File: config.mk
export PLATFORM = sky130hd
export DESIGN_NAME = psyn_program_latches
export DESIGN_NICKNAME = d
export VERILOG_FILES = /design/src/psyn_pkg.sv /design/src/psyn_pin_sync.sv /design/src/psyn_program_latches.sv
export VERILOG_INCLUDE_DIRS = /design/src
export SDC_FILE = /design/constraint.sdc
export NUM_CORES = 1
export LEC_CHECK = 0
export BUFFER_PORTS_ARGS = -buffer_cell sky130_fd_sc_hd__buf_4
export CORE_AREA = 2 2 154 156
export CTS_BUF_LIST = sky130_fd_sc_hd__clkbuf_4 sky130_fd_sc_hd__clkbuf_8
export DETAILED_ROUTE_END_ITERATION = 6
export DIE_AREA = 0 0 156 158
export GPL_ROUTABILITY_DRIVEN = 0
export PLACE_DENSITY_LB_ADDON = 0.25
export SLEW_MARGIN = 20
export SYNTH_ARGS = -nofsm -noshare
export SYNTH_HDL_FRONTEND = slang
export SYNTH_SLANG_ARGS = --single-unit
File: constraint.sdc
create_clock -name clk -period 5.52 [get_ports clk]
set_input_delay 1.656 -clock clk [delete_from_list [all_inputs] [get_ports clk]]
set_output_delay 1.656 -clock clk [all_outputs]
set_load 0.01 [all_outputs]
File: src/psyn_cfg.svh
// Purpose: Field positions, encodings and reset values of the programming latches.
// Assumes: A 24-bit serial word whose two lowest bits address the latch.
// Notes:   Definitions only; included by every design file of the block.
`ifndef PSYN_CFG_SVH
`define PSYN_CFG_SVH

// ==========================================================
// Serial word framing
`define PSYN_WORD_W      24
`define PSYN_PIN_W       3
`define PSYN_ADDR_HI     1
`define PSYN_ADDR_LO     0
`define PSYN_ADDR_CTRL   2'h0
`define PSYN_ADDR_REF    2'h1
`define PSYN_ADDR_FB     2'h2
`define PSYN_PIN_SCLK    0
`define PSYN_PIN_DATA    1
`define PSYN_PIN_LOAD    2

// ==========================================================
// Control latch fields
`define PSYN_C_PWR_LO    2
`define PSYN_C_PWR_HI    3
`define PSYN_C_CNT_RST   4
`define PSYN_C_MUX_LO    5
`define PSYN_C_MUX_HI    7
`define PSYN_C_POLARITY  8
`define PSYN_C_PUMP_TRI  9
`define PSYN_C_GAIN      10
`define PSYN_C_PRESC_LO  22
`define PSYN_C_PRESC_HI  23

// ==========================================================
// Feedback divider latch fields
`define PSYN_N_A_LO      2
`define PSYN_N_A_HI      6
`define PSYN_N_B_LO      8
`define PSYN_N_B_HI      20
`define PSYN_N_GAIN      21
`define PSYN_N_HALVE     22
`define PSYN_N_PRESC_SRC 23

// ==========================================================
// Reference divider latch fields
`define PSYN_R_CNT_LO    2
`define PSYN_R_CNT_HI    15
`define PSYN_R_BKL_LO    16
`define PSYN_R_BKL_HI    17
`define PSYN_R_LOCK_SEL  18
`define PSYN_R_TEST_EN   19
`define PSYN_R_BAND_LO   20
`define PSYN_R_BAND_HI   21

// ==========================================================
// Encodings and reset values
`define PSYN_LOCK_FINE   3'h5
`define PSYN_LOCK_COARSE 3'h3
`define PSYN_MOD_8       18'h00008
`define PSYN_MOD_16      18'h00010
`define PSYN_MOD_32      18'h00020
`define PSYN_PRESC_8     2'h0
`define PSYN_PRESC_16    2'h1
`define PSYN_WORD_RST    24'h000000
`define PSYN_RATIO_RST   18'h00000
`define PSYN_FB_RATIO_W  18

`endif

File: src/psyn_pkg.sv
// Purpose: Types shared by the programming latch block.
// Assumes: psyn_cfg.svh supplies the numeric definitions.
// Notes:   Only types live here.
`include "psyn_cfg.svh"

package psyn_pkg;
   // Serial word as shifted in and as held in each latch.
   typedef logic [`PSYN_WORD_W-1:0] psyn_word_t;
   // Destination of a latched word.
   typedef enum logic [1:0] {
      LATCH_CTRL,
      LATCH_REF,
      LATCH_FB,
      LATCH_TEST
   } psyn_latch_t;
endpackage

File: src/psyn_pin_sync.sv
// Purpose: Two-flop synchronisers and rise detection for the serial pins.
// Assumes: Pins are asynchronous to clk; the serial clock is far slower than clk.
// Notes:   The first flop of each chain feeds only the second flop.
`timescale 1ns/1ps
`default_nettype none
`include "psyn_cfg.svh"

module psyn_pin_sync (
   input  wire logic                  clk,
   input  wire logic                  rst,
   input  wire logic [`PSYN_PIN_W-1:0] pinIn,
   output logic      [`PSYN_PIN_W-1:0] pinLevel,
   output logic      [`PSYN_PIN_W-1:0] pinRise
);
   // ==========================================================
   // Per pin chain
   genvar i;
   generate
      for (i = 0; i < `PSYN_PIN_W; i = i + 1) begin : g_pin
         logic meta_r;   // First stage, read only by the second.
         logic sync_r;   // Second stage, safe to use.
         logic last_r;   // Previous safe value for edge finding.
         // Shift the pin through the chain every clock.
         always_ff @(posedge clk) begin
            if (rst) begin
               meta_r <= 1'b0;
               sync_r <= 1'b0;
               last_r <= 1'b0;
            end else begin
               meta_r <= pinIn[i];
               sync_r <= meta_r;
               last_r <= sync_r;
            end
         end
         assign pinLevel[i] = sync_r;
         assign pinRise[i]  = sync_r & ~last_r;
      end
   endgenerate
endmodule
`default_nettype wire

File: src/psyn_program_latches.sv
// Purpose: Serial programming latches of an integer-N frequency synthesizer.
// Assumes: clk at 25 MHz samples serialClk, serialData and latchLoadStrobe.
// Notes:   Latches are write-only; every field leaves the block as an output.
`timescale 1ns/1ps
`default_nettype none
`include "psyn_cfg.svh"

module psyn_program_latches
   import psyn_pkg::*;
(
   input  wire logic        clk,
   input  wire logic        rst,
   input  wire logic        serialClk,
   input  wire logic        serialData,
   input  wire logic        latchLoadStrobe,
   output logic             pumpThreeState,
   output logic             detectorPolarity,
   output logic [2:0]       outmuxSel,
   output logic             counterReset,
   output logic [1:0]       corePower,
   output logic [1:0]       prescalerSel,
   output logic [4:0]       aCount,
   output logic [12:0]      bCount,
   output logic             pumpGainFlag,
   output logic             outputHalveEnable,
   output logic             prescalerSourceHalved,
   output logic [17:0]      feedbackRatio,
   output logic [13:0]      refCount,
   output logic [1:0]       backlashWidth,
   output logic             lockCountSelect,
   output logic [2:0]       lockCycles,
   output logic             factoryTestEnable,
   output logic [1:0]       bandClockDiv,
   output psyn_pkg::psyn_word_t testLatchWord
);
   import psyn_pkg::*;

   // ==========================================================
   // Pin synchronisation
   // ==========================================================
   // All three serial pins come from the host's domain, so each passes
   // two flops before anything here looks at it.
   logic [`PSYN_PIN_W-1:0] pinLevel;   // Synchronised pin levels.
   logic [`PSYN_PIN_W-1:0] pinRise;    // One-cycle rise pulses.
   logic [`PSYN_PIN_W-1:0] pinIn;      // Pins gathered into a bus.

   assign pinIn = {latchLoadStrobe, serialData, serialClk};

   psyn_pin_sync u_sync (
      .clk      (clk),
      .rst      (rst),
      .pinIn    (pinIn),
      .pinLevel (pinLevel),
      .pinRise  (pinRise)
   );

   logic sclkRise;   // Serial clock rose this cycle.
   logic dataBit;    // Data level aligned with the clock samples.
   logic loadRise;   // Load strobe rose this cycle.

   assign sclkRise = pinRise[`PSYN_PIN_SCLK];
   assign dataBit  = pinLevel[`PSYN_PIN_DATA];
   assign loadRise = pinRise[`PSYN_PIN_LOAD];

   // ==========================================================
   // Input shift register
   // ==========================================================
   // The data pin goes through the same two-flop delay as the clock, so the
   // level seen at the detected rise is the one the host set up before it.
   // Only the last 24 bits are kept; extra leading bits fall off the top.
   psyn_word_t shiftWord_r;   // Word being assembled, MSB first.

   always_ff @(posedge clk) begin
      if (rst) begin
         shiftWord_r <= `PSYN_WORD_RST;
      end else if (sclkRise) begin
         shiftWord_r <= {shiftWord_r[`PSYN_WORD_W-2:0], dataBit};
      end
   end

   // ==========================================================
   // Latch address decode
   // ==========================================================
   // The two lowest bits of the shifted word name the target latch.
   psyn_latch_t target;   // Latch addressed by the current word.

   always_comb begin
      if (shiftWord_r[`PSYN_ADDR_HI:`PSYN_ADDR_LO] == `PSYN_ADDR_CTRL) begin
         target = LATCH_CTRL;
      end else if (shiftWord_r[`PSYN_ADDR_HI:`PSYN_ADDR_LO] == `PSYN_ADDR_REF) begin
         target = LATCH_REF;
      end else if (shiftWord_r[`PSYN_ADDR_HI:`PSYN_ADDR_LO] == `PSYN_ADDR_FB) begin
         target = LATCH_FB;
      end else begin
         target = LATCH_TEST;
      end
   end

   logic loadCtrl;   // Transfer into the control latch.
   logic loadRef;    // Transfer into the reference divider latch.
   logic loadFb;     // Transfer into the feedback divider latch.
   logic loadTest;   // Transfer into the test latch.

   // A strobe rise moves the word only into the latch it addresses.
   assign loadCtrl = loadRise && (target == LATCH_CTRL);
   assign loadRef  = loadRise && (target == LATCH_REF);
   assign loadFb   = loadRise && (target == LATCH_FB);
   assign loadTest = loadRise && (target == LATCH_TEST);

   // ==========================================================
   // Latches
   // ==========================================================
   // Each latch has its own process; a load for one never touches the
   // others, which keeps untargeted settings steady across writes.
   psyn_word_t synth_control_word_r;     // Control latch.
   psyn_word_t feedback_divider_word_r;  // Feedback divider latch.
   psyn_word_t reference_divider_word_r; // Reference divider latch.
   psyn_word_t testWord_r;               // Test latch, factory use only.

   // Control latch load.
   always_ff @(posedge clk) begin
      if (rst) begin
         synth_control_word_r <= `PSYN_WORD_RST;
      end else if (loadCtrl) begin
         synth_control_word_r <= shiftWord_r;
      end
   end

   // Feedback divider latch load.
   always_ff @(posedge clk) begin
      if (rst) begin
         feedback_divider_word_r <= `PSYN_WORD_RST;
      end else if (loadFb) begin
         feedback_divider_word_r <= shiftWord_r;
      end
   end

   // Reference divider latch load.
   always_ff @(posedge clk) begin
      if (rst) begin
         reference_divider_word_r <= `PSYN_WORD_RST;
      end else if (loadRef) begin
         reference_divider_word_r <= shiftWord_r;
      end
   end

   // Test latch load; held but without effect unless the test bit was set the clock before.
   always_ff @(posedge clk) begin
      if (rst) begin
         testWord_r <= `PSYN_WORD_RST;
      end else if (loadTest) begin
         testWord_r <= shiftWord_r;
      end
   end

   // ==========================================================
   // Shared charge pump gain
   // ==========================================================
   // Two latches carry the same gain bit.  Loads are one word at a time, so
   // the two sources never collide; the latest write always wins.
   logic pumpGain_r;   // One picks current setting 2, zero setting 1.

   always_ff @(posedge clk) begin
      if (rst) begin
         pumpGain_r <= 1'b0;
      end else if (loadFb) begin
         pumpGain_r <= shiftWord_r[`PSYN_N_GAIN];
      end else if (loadCtrl) begin
         pumpGain_r <= shiftWord_r[`PSYN_C_GAIN];
      end
   end

   // ==========================================================
   // Lock detect count and test gating
   // ==========================================================
   // The lock window length is registered straight from the load so that it
   // never lags the select bit.
   logic [2:0] lockCycles_r;   // Good reference cycles required for lock.
   psyn_word_t testOut_r;      // Test latch as seen by the core.

   always_ff @(posedge clk) begin
      if (rst) begin
         lockCycles_r <= `PSYN_LOCK_COARSE;
      end else if (loadRef) begin
         if (shiftWord_r[`PSYN_R_LOCK_SEL]) begin
            lockCycles_r <= `PSYN_LOCK_FINE;
         end else begin
            lockCycles_r <= `PSYN_LOCK_COARSE;
         end
      end
   end

   // The test latch reaches the core only while the test bit was set the clock before.
   always_ff @(posedge clk) begin
      if (rst) begin
         testOut_r <= `PSYN_WORD_RST;
      end else if (reference_divider_word_r[`PSYN_R_TEST_EN]) begin
         testOut_r <= testWord_r;
      end else begin
         testOut_r <= `PSYN_WORD_RST;
      end
   end

   // ==========================================================
   // Feedback ratio
   // ==========================================================
   // P times B plus A, recomputed every cycle from the held fields.  It
   // trails a latch load by one clock, far below any loop response time.
   logic [17:0] modulus;        // Prescaler modulus P.
   logic [17:0] feedbackRatio_r; // Overall feedback divide value.

   always_comb begin
      if (prescalerSel == `PSYN_PRESC_8) begin
         modulus = `PSYN_MOD_8;
      end else if (prescalerSel == `PSYN_PRESC_16) begin
         modulus = `PSYN_MOD_16;
      end else begin
         modulus = `PSYN_MOD_32;
      end
   end

   always_ff @(posedge clk) begin
      if (rst) begin
         feedbackRatio_r <= `PSYN_RATIO_RST;
      end else begin
         feedbackRatio_r <= `PSYN_FB_RATIO_W'(modulus * `PSYN_FB_RATIO_W'(bCount))
                            + `PSYN_FB_RATIO_W'(aCount);
      end
   end

   // ==========================================================
   // Field outputs
   // ==========================================================
   // Every output is a slice of a latch flop or a dedicated flop.
   assign pumpThreeState   = synth_control_word_r[`PSYN_C_PUMP_TRI];
   assign detectorPolarity = synth_control_word_r[`PSYN_C_POLARITY];
   assign outmuxSel        = synth_control_word_r[`PSYN_C_MUX_HI:`PSYN_C_MUX_LO];
   assign counterReset     = synth_control_word_r[`PSYN_C_CNT_RST];
   assign corePower        = synth_control_word_r[`PSYN_C_PWR_HI:`PSYN_C_PWR_LO];
   assign prescalerSel     = synth_control_word_r[`PSYN_C_PRESC_HI:`PSYN_C_PRESC_LO];
   // The reserved bit is not decoded, so a stray one has no effect.
   assign aCount           = feedback_divider_word_r[`PSYN_N_A_HI:`PSYN_N_A_LO];
   // Values below three are passed on as written; the host avoids them.
   assign bCount           = feedback_divider_word_r[`PSYN_N_B_HI:`PSYN_N_B_LO];
   assign pumpGainFlag     = pumpGain_r;
   assign outputHalveEnable     = feedback_divider_word_r[`PSYN_N_HALVE];
   assign prescalerSourceHalved = feedback_divider_word_r[`PSYN_N_PRESC_SRC];
   assign feedbackRatio    = feedbackRatio_r;
   assign refCount         = reference_divider_word_r[`PSYN_R_CNT_HI:`PSYN_R_CNT_LO];
   assign backlashWidth    = reference_divider_word_r[`PSYN_R_BKL_HI:`PSYN_R_BKL_LO];
   assign lockCountSelect  = reference_divider_word_r[`PSYN_R_LOCK_SEL];
   assign lockCycles       = lockCycles_r;
   assign factoryTestEnable = reference_divider_word_r[`PSYN_R_TEST_EN];
   // Divider setting for the band select clock taken off the reference output.
   assign bandClockDiv     = reference_divider_word_r[`PSYN_R_BAND_HI:`PSYN_R_BAND_LO];
   assign testLatchWord    = testOut_r;
endmodule
`default_nettype wire

==> Yosys cells after proc, flatten, opt, wreduce, memory -nomap -nowiden <==
Index checks and enable logic that the tools add are counted.
{ "op_classes": {"add_sub_neg": 1, "mul": 1, "eq_ne": 6, "muxes": 8, "bitwise": 5, "n_reduce_logical": 9} }
{ "ops": {"columns": ["cell", "count"], "rows": [
  ["18-bit by 5-bit adder with 18-bit output", 1],
  ["18-bit by 13-bit multiplier with 18-bit output", 1],
  ["6-bit 2-to-1 mux", 2],
  ["2-bit by 1-bit == test with 1-bit output (second input constant)", 3],
  ["2-bit == test (second input constant)", 3],
  ["2-bit zero test", 3],
  ["1-bit logical AND", 4],
  ["2-bit 2-to-1 mux", 2],
  ["1-bit 2-to-1 mux", 3],
  ["3-bit 2-to-1 mux", 1],
  ["1-bit NOT", 3],
  ["1-bit bitwise AND", 2],
  ["2-bit nonzero test", 1],
  ["2-bit OR reduction", 1]
]} }
{ "totals": {"reg_bits": 172, "inputBits": 5, "word_cells": 47} }

==> Longest topological paths before layout <==
{ "logic_depth": {"depth_word": 8, "depth_mapped": 15} }

==> Modules after synthesis <==
From an unflattened synthesis, not the netlist that was laid out.
{ "hier_totals": {"hier_cells": 693, "hier_area_um2": 6436.2} }
{ "modules_own_cells": {"columns": ["module", "n_inst", "cells_per_inst", "area_per_inst_um2", "seq_area_each_um2"], "rows": [
  ["psyn_program_latches", 1, 669, 6158.4, 2842.7],
  ["psyn_pin_sync", 1, 24, 277.8, 180.2]
]} }

==> Worst setup path before layout <==
OpenSTA, ideal clock, no wires.
{ "synth_timing": {"kind": "reg-to-reg", "startpoint": "register synth_control_word_r[22]", "endpoint": "register feedbackRatio_r[15] (netlist: feedbackRatio[15])", "setup_time_ns": 0.121, "arrival_time_ns": 3.695, "required_ns": 5.399, "slack_ns": 1.703, "path_stages_with_launch": 14, "period_less_slack_ns": 3.817, "cell_sequence": "dfxtp_1 nor2b_1 clkbuf_1 and2_1 fa_1 ha_1 ha_1 ha_1 ha_1 and3_4 a21o_1 a41o_1 a31o_1 mux2_4"} }
{ "synth_via": {"elab_chain_cells": 5, "word_cells_on_any_way": 6, "classes_between": "1 x add/sub; 1 x mul; 1 x eq/ne; 2 x mux; 1 x reduce/logical"} }
{ "synth_rtl": {"columns": ["element", "line", "source"], "rows": [
  ["start, declared", "psyn_program_latches.sv:115", "psyn_word_t synth_control_word_r;"],
  ["start signal, assigned", "psyn_program_latches.sv:123", "synth_control_word_r <= `PSYN_WORD_RST;"],
  ["start signal, assigned", "psyn_program_latches.sv:125", "synth_control_word_r <= shiftWord_r;"],
  ["2-bit by 1-bit == test with 1-bit output (no source line)", null, null],
  ["6-bit 2-to-1 mux", "psyn_program_latches.sv:215", "end else if (prescalerSel == `PSYN_PRESC_16) begin"],
  ["6-bit 2-to-1 mux (*)", "psyn_program_latches.sv:213", "if (prescalerSel == `PSYN_PRESC_8) begin"],
  ["18-bit by 13-bit multiplier with 18-bit output (*)", "psyn_program_latches.sv:226", "feedbackRatio_r <= `PSYN_FB_RATIO_W'(modulus * `PSYN_FB_RATIO_W'(bCount))"],
  ["18-bit by 5-bit adder with 18-bit output (no source line) (*)", null, null],
  ["end signal, assigned", "psyn_program_latches.sv:224", "feedbackRatio_r <= `PSYN_RATIO_RST;"],
  ["end signal, assigned", "psyn_program_latches.sv:226", null],
  ["end, declared", "psyn_program_latches.sv:210", "logic [17:0] feedbackRatio_r;"]
]} }
Every way passes the cells marked *; elsewhere a longest branch is shown, timed or not.
A chain may end at the register's enable or synchronous reset.

==> Worst setup path after layout <==
{ "layout_timing": {"startpoint": "register synth_control_word_r[23]", "endpoint": "register feedbackRatio_r[15] (netlist: feedbackRatio[15])"} }
The elaborated chain is that of the path after synthesis.

==> run metrics <==
status complete, no violations; crit end category flip-flop; crit path launch synth_control_word_r[23]; Synthesis Warnings 0; CTS tree yes; H-Tree Depth 4; WS Path Type flip-flop to flip-flop; Max Freq 0.228 GHz; die area 24,600 µm²; Leak 3.31 nW; post-route ant nets 0; HP Class flip-flop to flip-flop; reg2reg path depth 13; Iter 0 DRT Violations 256; clock buffer depth 2; CTS buffer count 17; Overall Power 2.05 mW; number of global-route vias before repair 4,574; most frequent cells in the layout nand2_1 (216), dfxtp_1 (150), a21oi_1 (105), buf_4 (102), and2_1 (49); Slew Limit Fails 0; sequential share of power 52.9%; clock-pin slew on the worst setup and hold paths 0.09 ns; fillers 2,436; DRT Pass-1 Iters 4; wirelength, routed 15,400 µm; worst vdd ir 152 µV; HPWL after DPL 10,500 µm; maxcap violations 0; Clock Power Share 45.6%; crit-path max cell delay 0.70 ns; Comb pwr share 1.5%; Mapped Area 6320 µm²; setup_tns 0 ns; initial antenna violation count 0; crit path to feedbackRatio[15]; global-route wire length before repair 24,300 µm; row count 56; critical-path cell list nor2b_1 -> nand2_1 -> fa_1 -> inv_1 -> ha_1 -> ha_1 -> ha_1 -> ha_1 -> a21oi_1 -> o21ai_0 -> a41o_1 -> a31o_1 -> mux2_4; Mapped Nets 792; Sw Share 24.1%; # diodes 0; Final setup violation count 0; Cell Int Power 1.56 mW; Setup crit start kind flip-flop; core area 23,100 µm²; pin count of the biggest net entering global routing 71; CP Max Fanout 17; most frequent CP cell ha_1; RSZ-0062 raised after global routing false; library cells used by synthesis 42; Crit path required time 5.86 ns; Congestion Overflow GR 0; postcts setup bufs 0; total clock sinks 150; Top Ports 101; Max stage delay cell, worst path nor2b_1; IO buf count 99; Avg Inst Size Synth 8.69 µm²; Setup Skew 0.0160 ns; clk_lat worst skew 0.45 ns; CP arrival 4.73 ns; PostCTS Resize Cnt 0; DIE WIDTH 156 µm; most common cell after layout, fill and taps aside nand2_1; vias per inst 4.43; post-synthesis sequential area ratio 47.5%; Rel. slew slack 32.3%; share of layout cells above drive strength 1 17.0%; Initial Util 27.4%; GR Util All Layers 12.7%; hold-fix buffers at CTS 0; Layout area overhead 21.9%; Vias 4,909; WL/cell 13.9 µm; post-synthesis cell count 727; post-layout minimum cycle time 4.39 ns; CTS Root Cell clkbuf_8; Final period util 79.5%; actual slew at the worst max-slew pin 1.02 ns; number of synthesized register bits 150; Pwr Density 266 nW/µm²; Total Nets Final 869; FF-to-FF setup slack 1.13 ns; residual DRC count 0; Fin. Hold Viols 0; R2R Path Start synth_control_word_r[23]; Worst R2R End feedbackRatio[15]; die height 158 µm; Sw Pwr 495 µW
-- registers in the layout (all words and copies together) (netlist names) --
register and count:
u_sync.g_pin.last_r 2, testWord_r 24, reference_divider_word_r 20, synth_control_word_r 10, u_sync.g_pin.meta_r 3, pumpGainFlag 1, testLatchWord 24, u_sync.g_pin.sync_r 3
feedback_divider_word_r 20, shiftWord_r 24, lockCycles 1, feedbackRatio 18
-- how the worst min path moves through the flow --
stage	slack [ns]	from	end	cells after the start
floorplan	0.41	u_sync.g_pin[0].meta_r	u_sync.g_pin[0].sync_r	1
global placement	0.42	u_sync.g_pin[1].sync_r	shiftWord_r[0]	2
detailed placement	0.43	u_sync.g_pin[0].meta_r	u_sync.g_pin[0].sync_r	1
CTS	0.46	testWord_r[19]	testLatchWord[19]	1
global route	0.47	u_sync.g_pin[2].meta_r	u_sync.g_pin[2].sync_r	1
finish	0.45	u_sync.g_pin[0].meta_r	u_sync.g_pin[0].sync_r	1
-- cells in the mapped netlist --
master       n  area share (%)
a211oi_1     1            0.12
nand2b_1     3            0.30
nand2_1    216              13
nor2b_1     21             2.1
nor4b_1      1            0.14
buf_1        2            0.12
xor2_1       2            0.28
nor2_1      17             1.0
mux2_4       1            0.24
clkbuf_1    33             2.0
a21oi_1    105             8.3
o211ai_1     1            0.12
nor3b_1      2            0.24
or2_0        1           0.099
ha_1        48             9.5
nor3_1       2            0.16
nor4bb_1     1            0.16
mux2i_1      2            0.32
and3_1       2            0.20
and2_1      49             4.9
dfxtp_1    150              48
conb_1       1           0.059
o311ai_0     1            0.14
o21ai_0      4            0.32
and3_4       1            0.18
a2bb2oi_1    1            0.14
a31oi_1      1           0.099
and4_1       1            0.14
and2b_1      1            0.12
xnor2_1     10             1.4
inv_1       10            0.59
a31o_1       1            0.14
fa_1        12             3.8
nand4_1      2            0.20
a21o_1       5            0.59
or4b_2       1            0.16
buf_2        7            0.55
o21ai_1      1           0.079
buf_4        2            0.24
a211o_1      1            0.14
a41o_1       1            0.16
nand3_1      3            0.24
-- layout make-up --
type / instances / area, µm² / share of cell area, %
clock buffers: 17 / 234 / 3.04
flip-flops and latches: 150 / 3000 / 39.0
inverters: 10 / 37.5 / 0.487
clock inverters: 15 / 200 / 2.60
multi-input cells: 523 / 3100 / 40.3
well taps: 290 / 363 / 4.71
repair buffers: 102 / 766 / 9.94
-- per-stage QoR --
step           area (µm²)  setup WS, ns  instances  hold slack [ns]  utilization (%)
5_1_grt              7710         0.734       1107            0.468             33.4
6_report             7710          1.13       1107            0.447             33.4
4_1_cts              7710          1.10       1107            0.455             33.4
2_1_floorplan        6320          1.70        727            0.414                -
3_3_place_gp         7270          1.24       1075            0.423             31.5
3_5_place_dp         7270          1.12       1075            0.433             31.5
-- power groups by stage --
stage | Clock (mW) | Combinational [mW] | Sequential (mW)
floorplan | 0 | 0.0223 | 1.11
global placement | 0 | 0.0315 | 1.11
detailed placement | 0 | 0.0317 | 1.11
CTS | 0.968 | 0.0317 | 1.09
global route | 1.01 | 0.0344 | 1.09
finish | 0.936 | 0.0309 | 1.08
-- metal layers --
metal  global-route usage (%)  up-vias  wire length (µm)
li1                         -     2522                 -
met3                     3.15        6               608
met1                     16.1     2298              7110
met2                     21.4       83              7500
met5                        0        -                 0
met4                     3.80        0               134
-- kinds of logic (layout without fill, tap and decap cells) --
logic type	Yosys count	in the layout	share of synthesized area, %
compound gates	123	123	10.4
simple gates	324	324	23.1
other cells	1	1	0.0593
buf+inv	54	144	3.46
fa+ha+maj	60	60	13.3
mux	3	3	0.554
flops	150	150	47.5
xor+xnor	12	12	1.66
-- critical path, delay by kind of cell (launching register included) --
family          cells  cell delay, ns
compound gates      4            0.83
fa+ha+maj           5            1.78
buf+inv             1            0.04
flops               1            0.48
mux                 1            0.29
simple gates        2            0.87
Note: power is estimated with default switching activity, not from simulation.
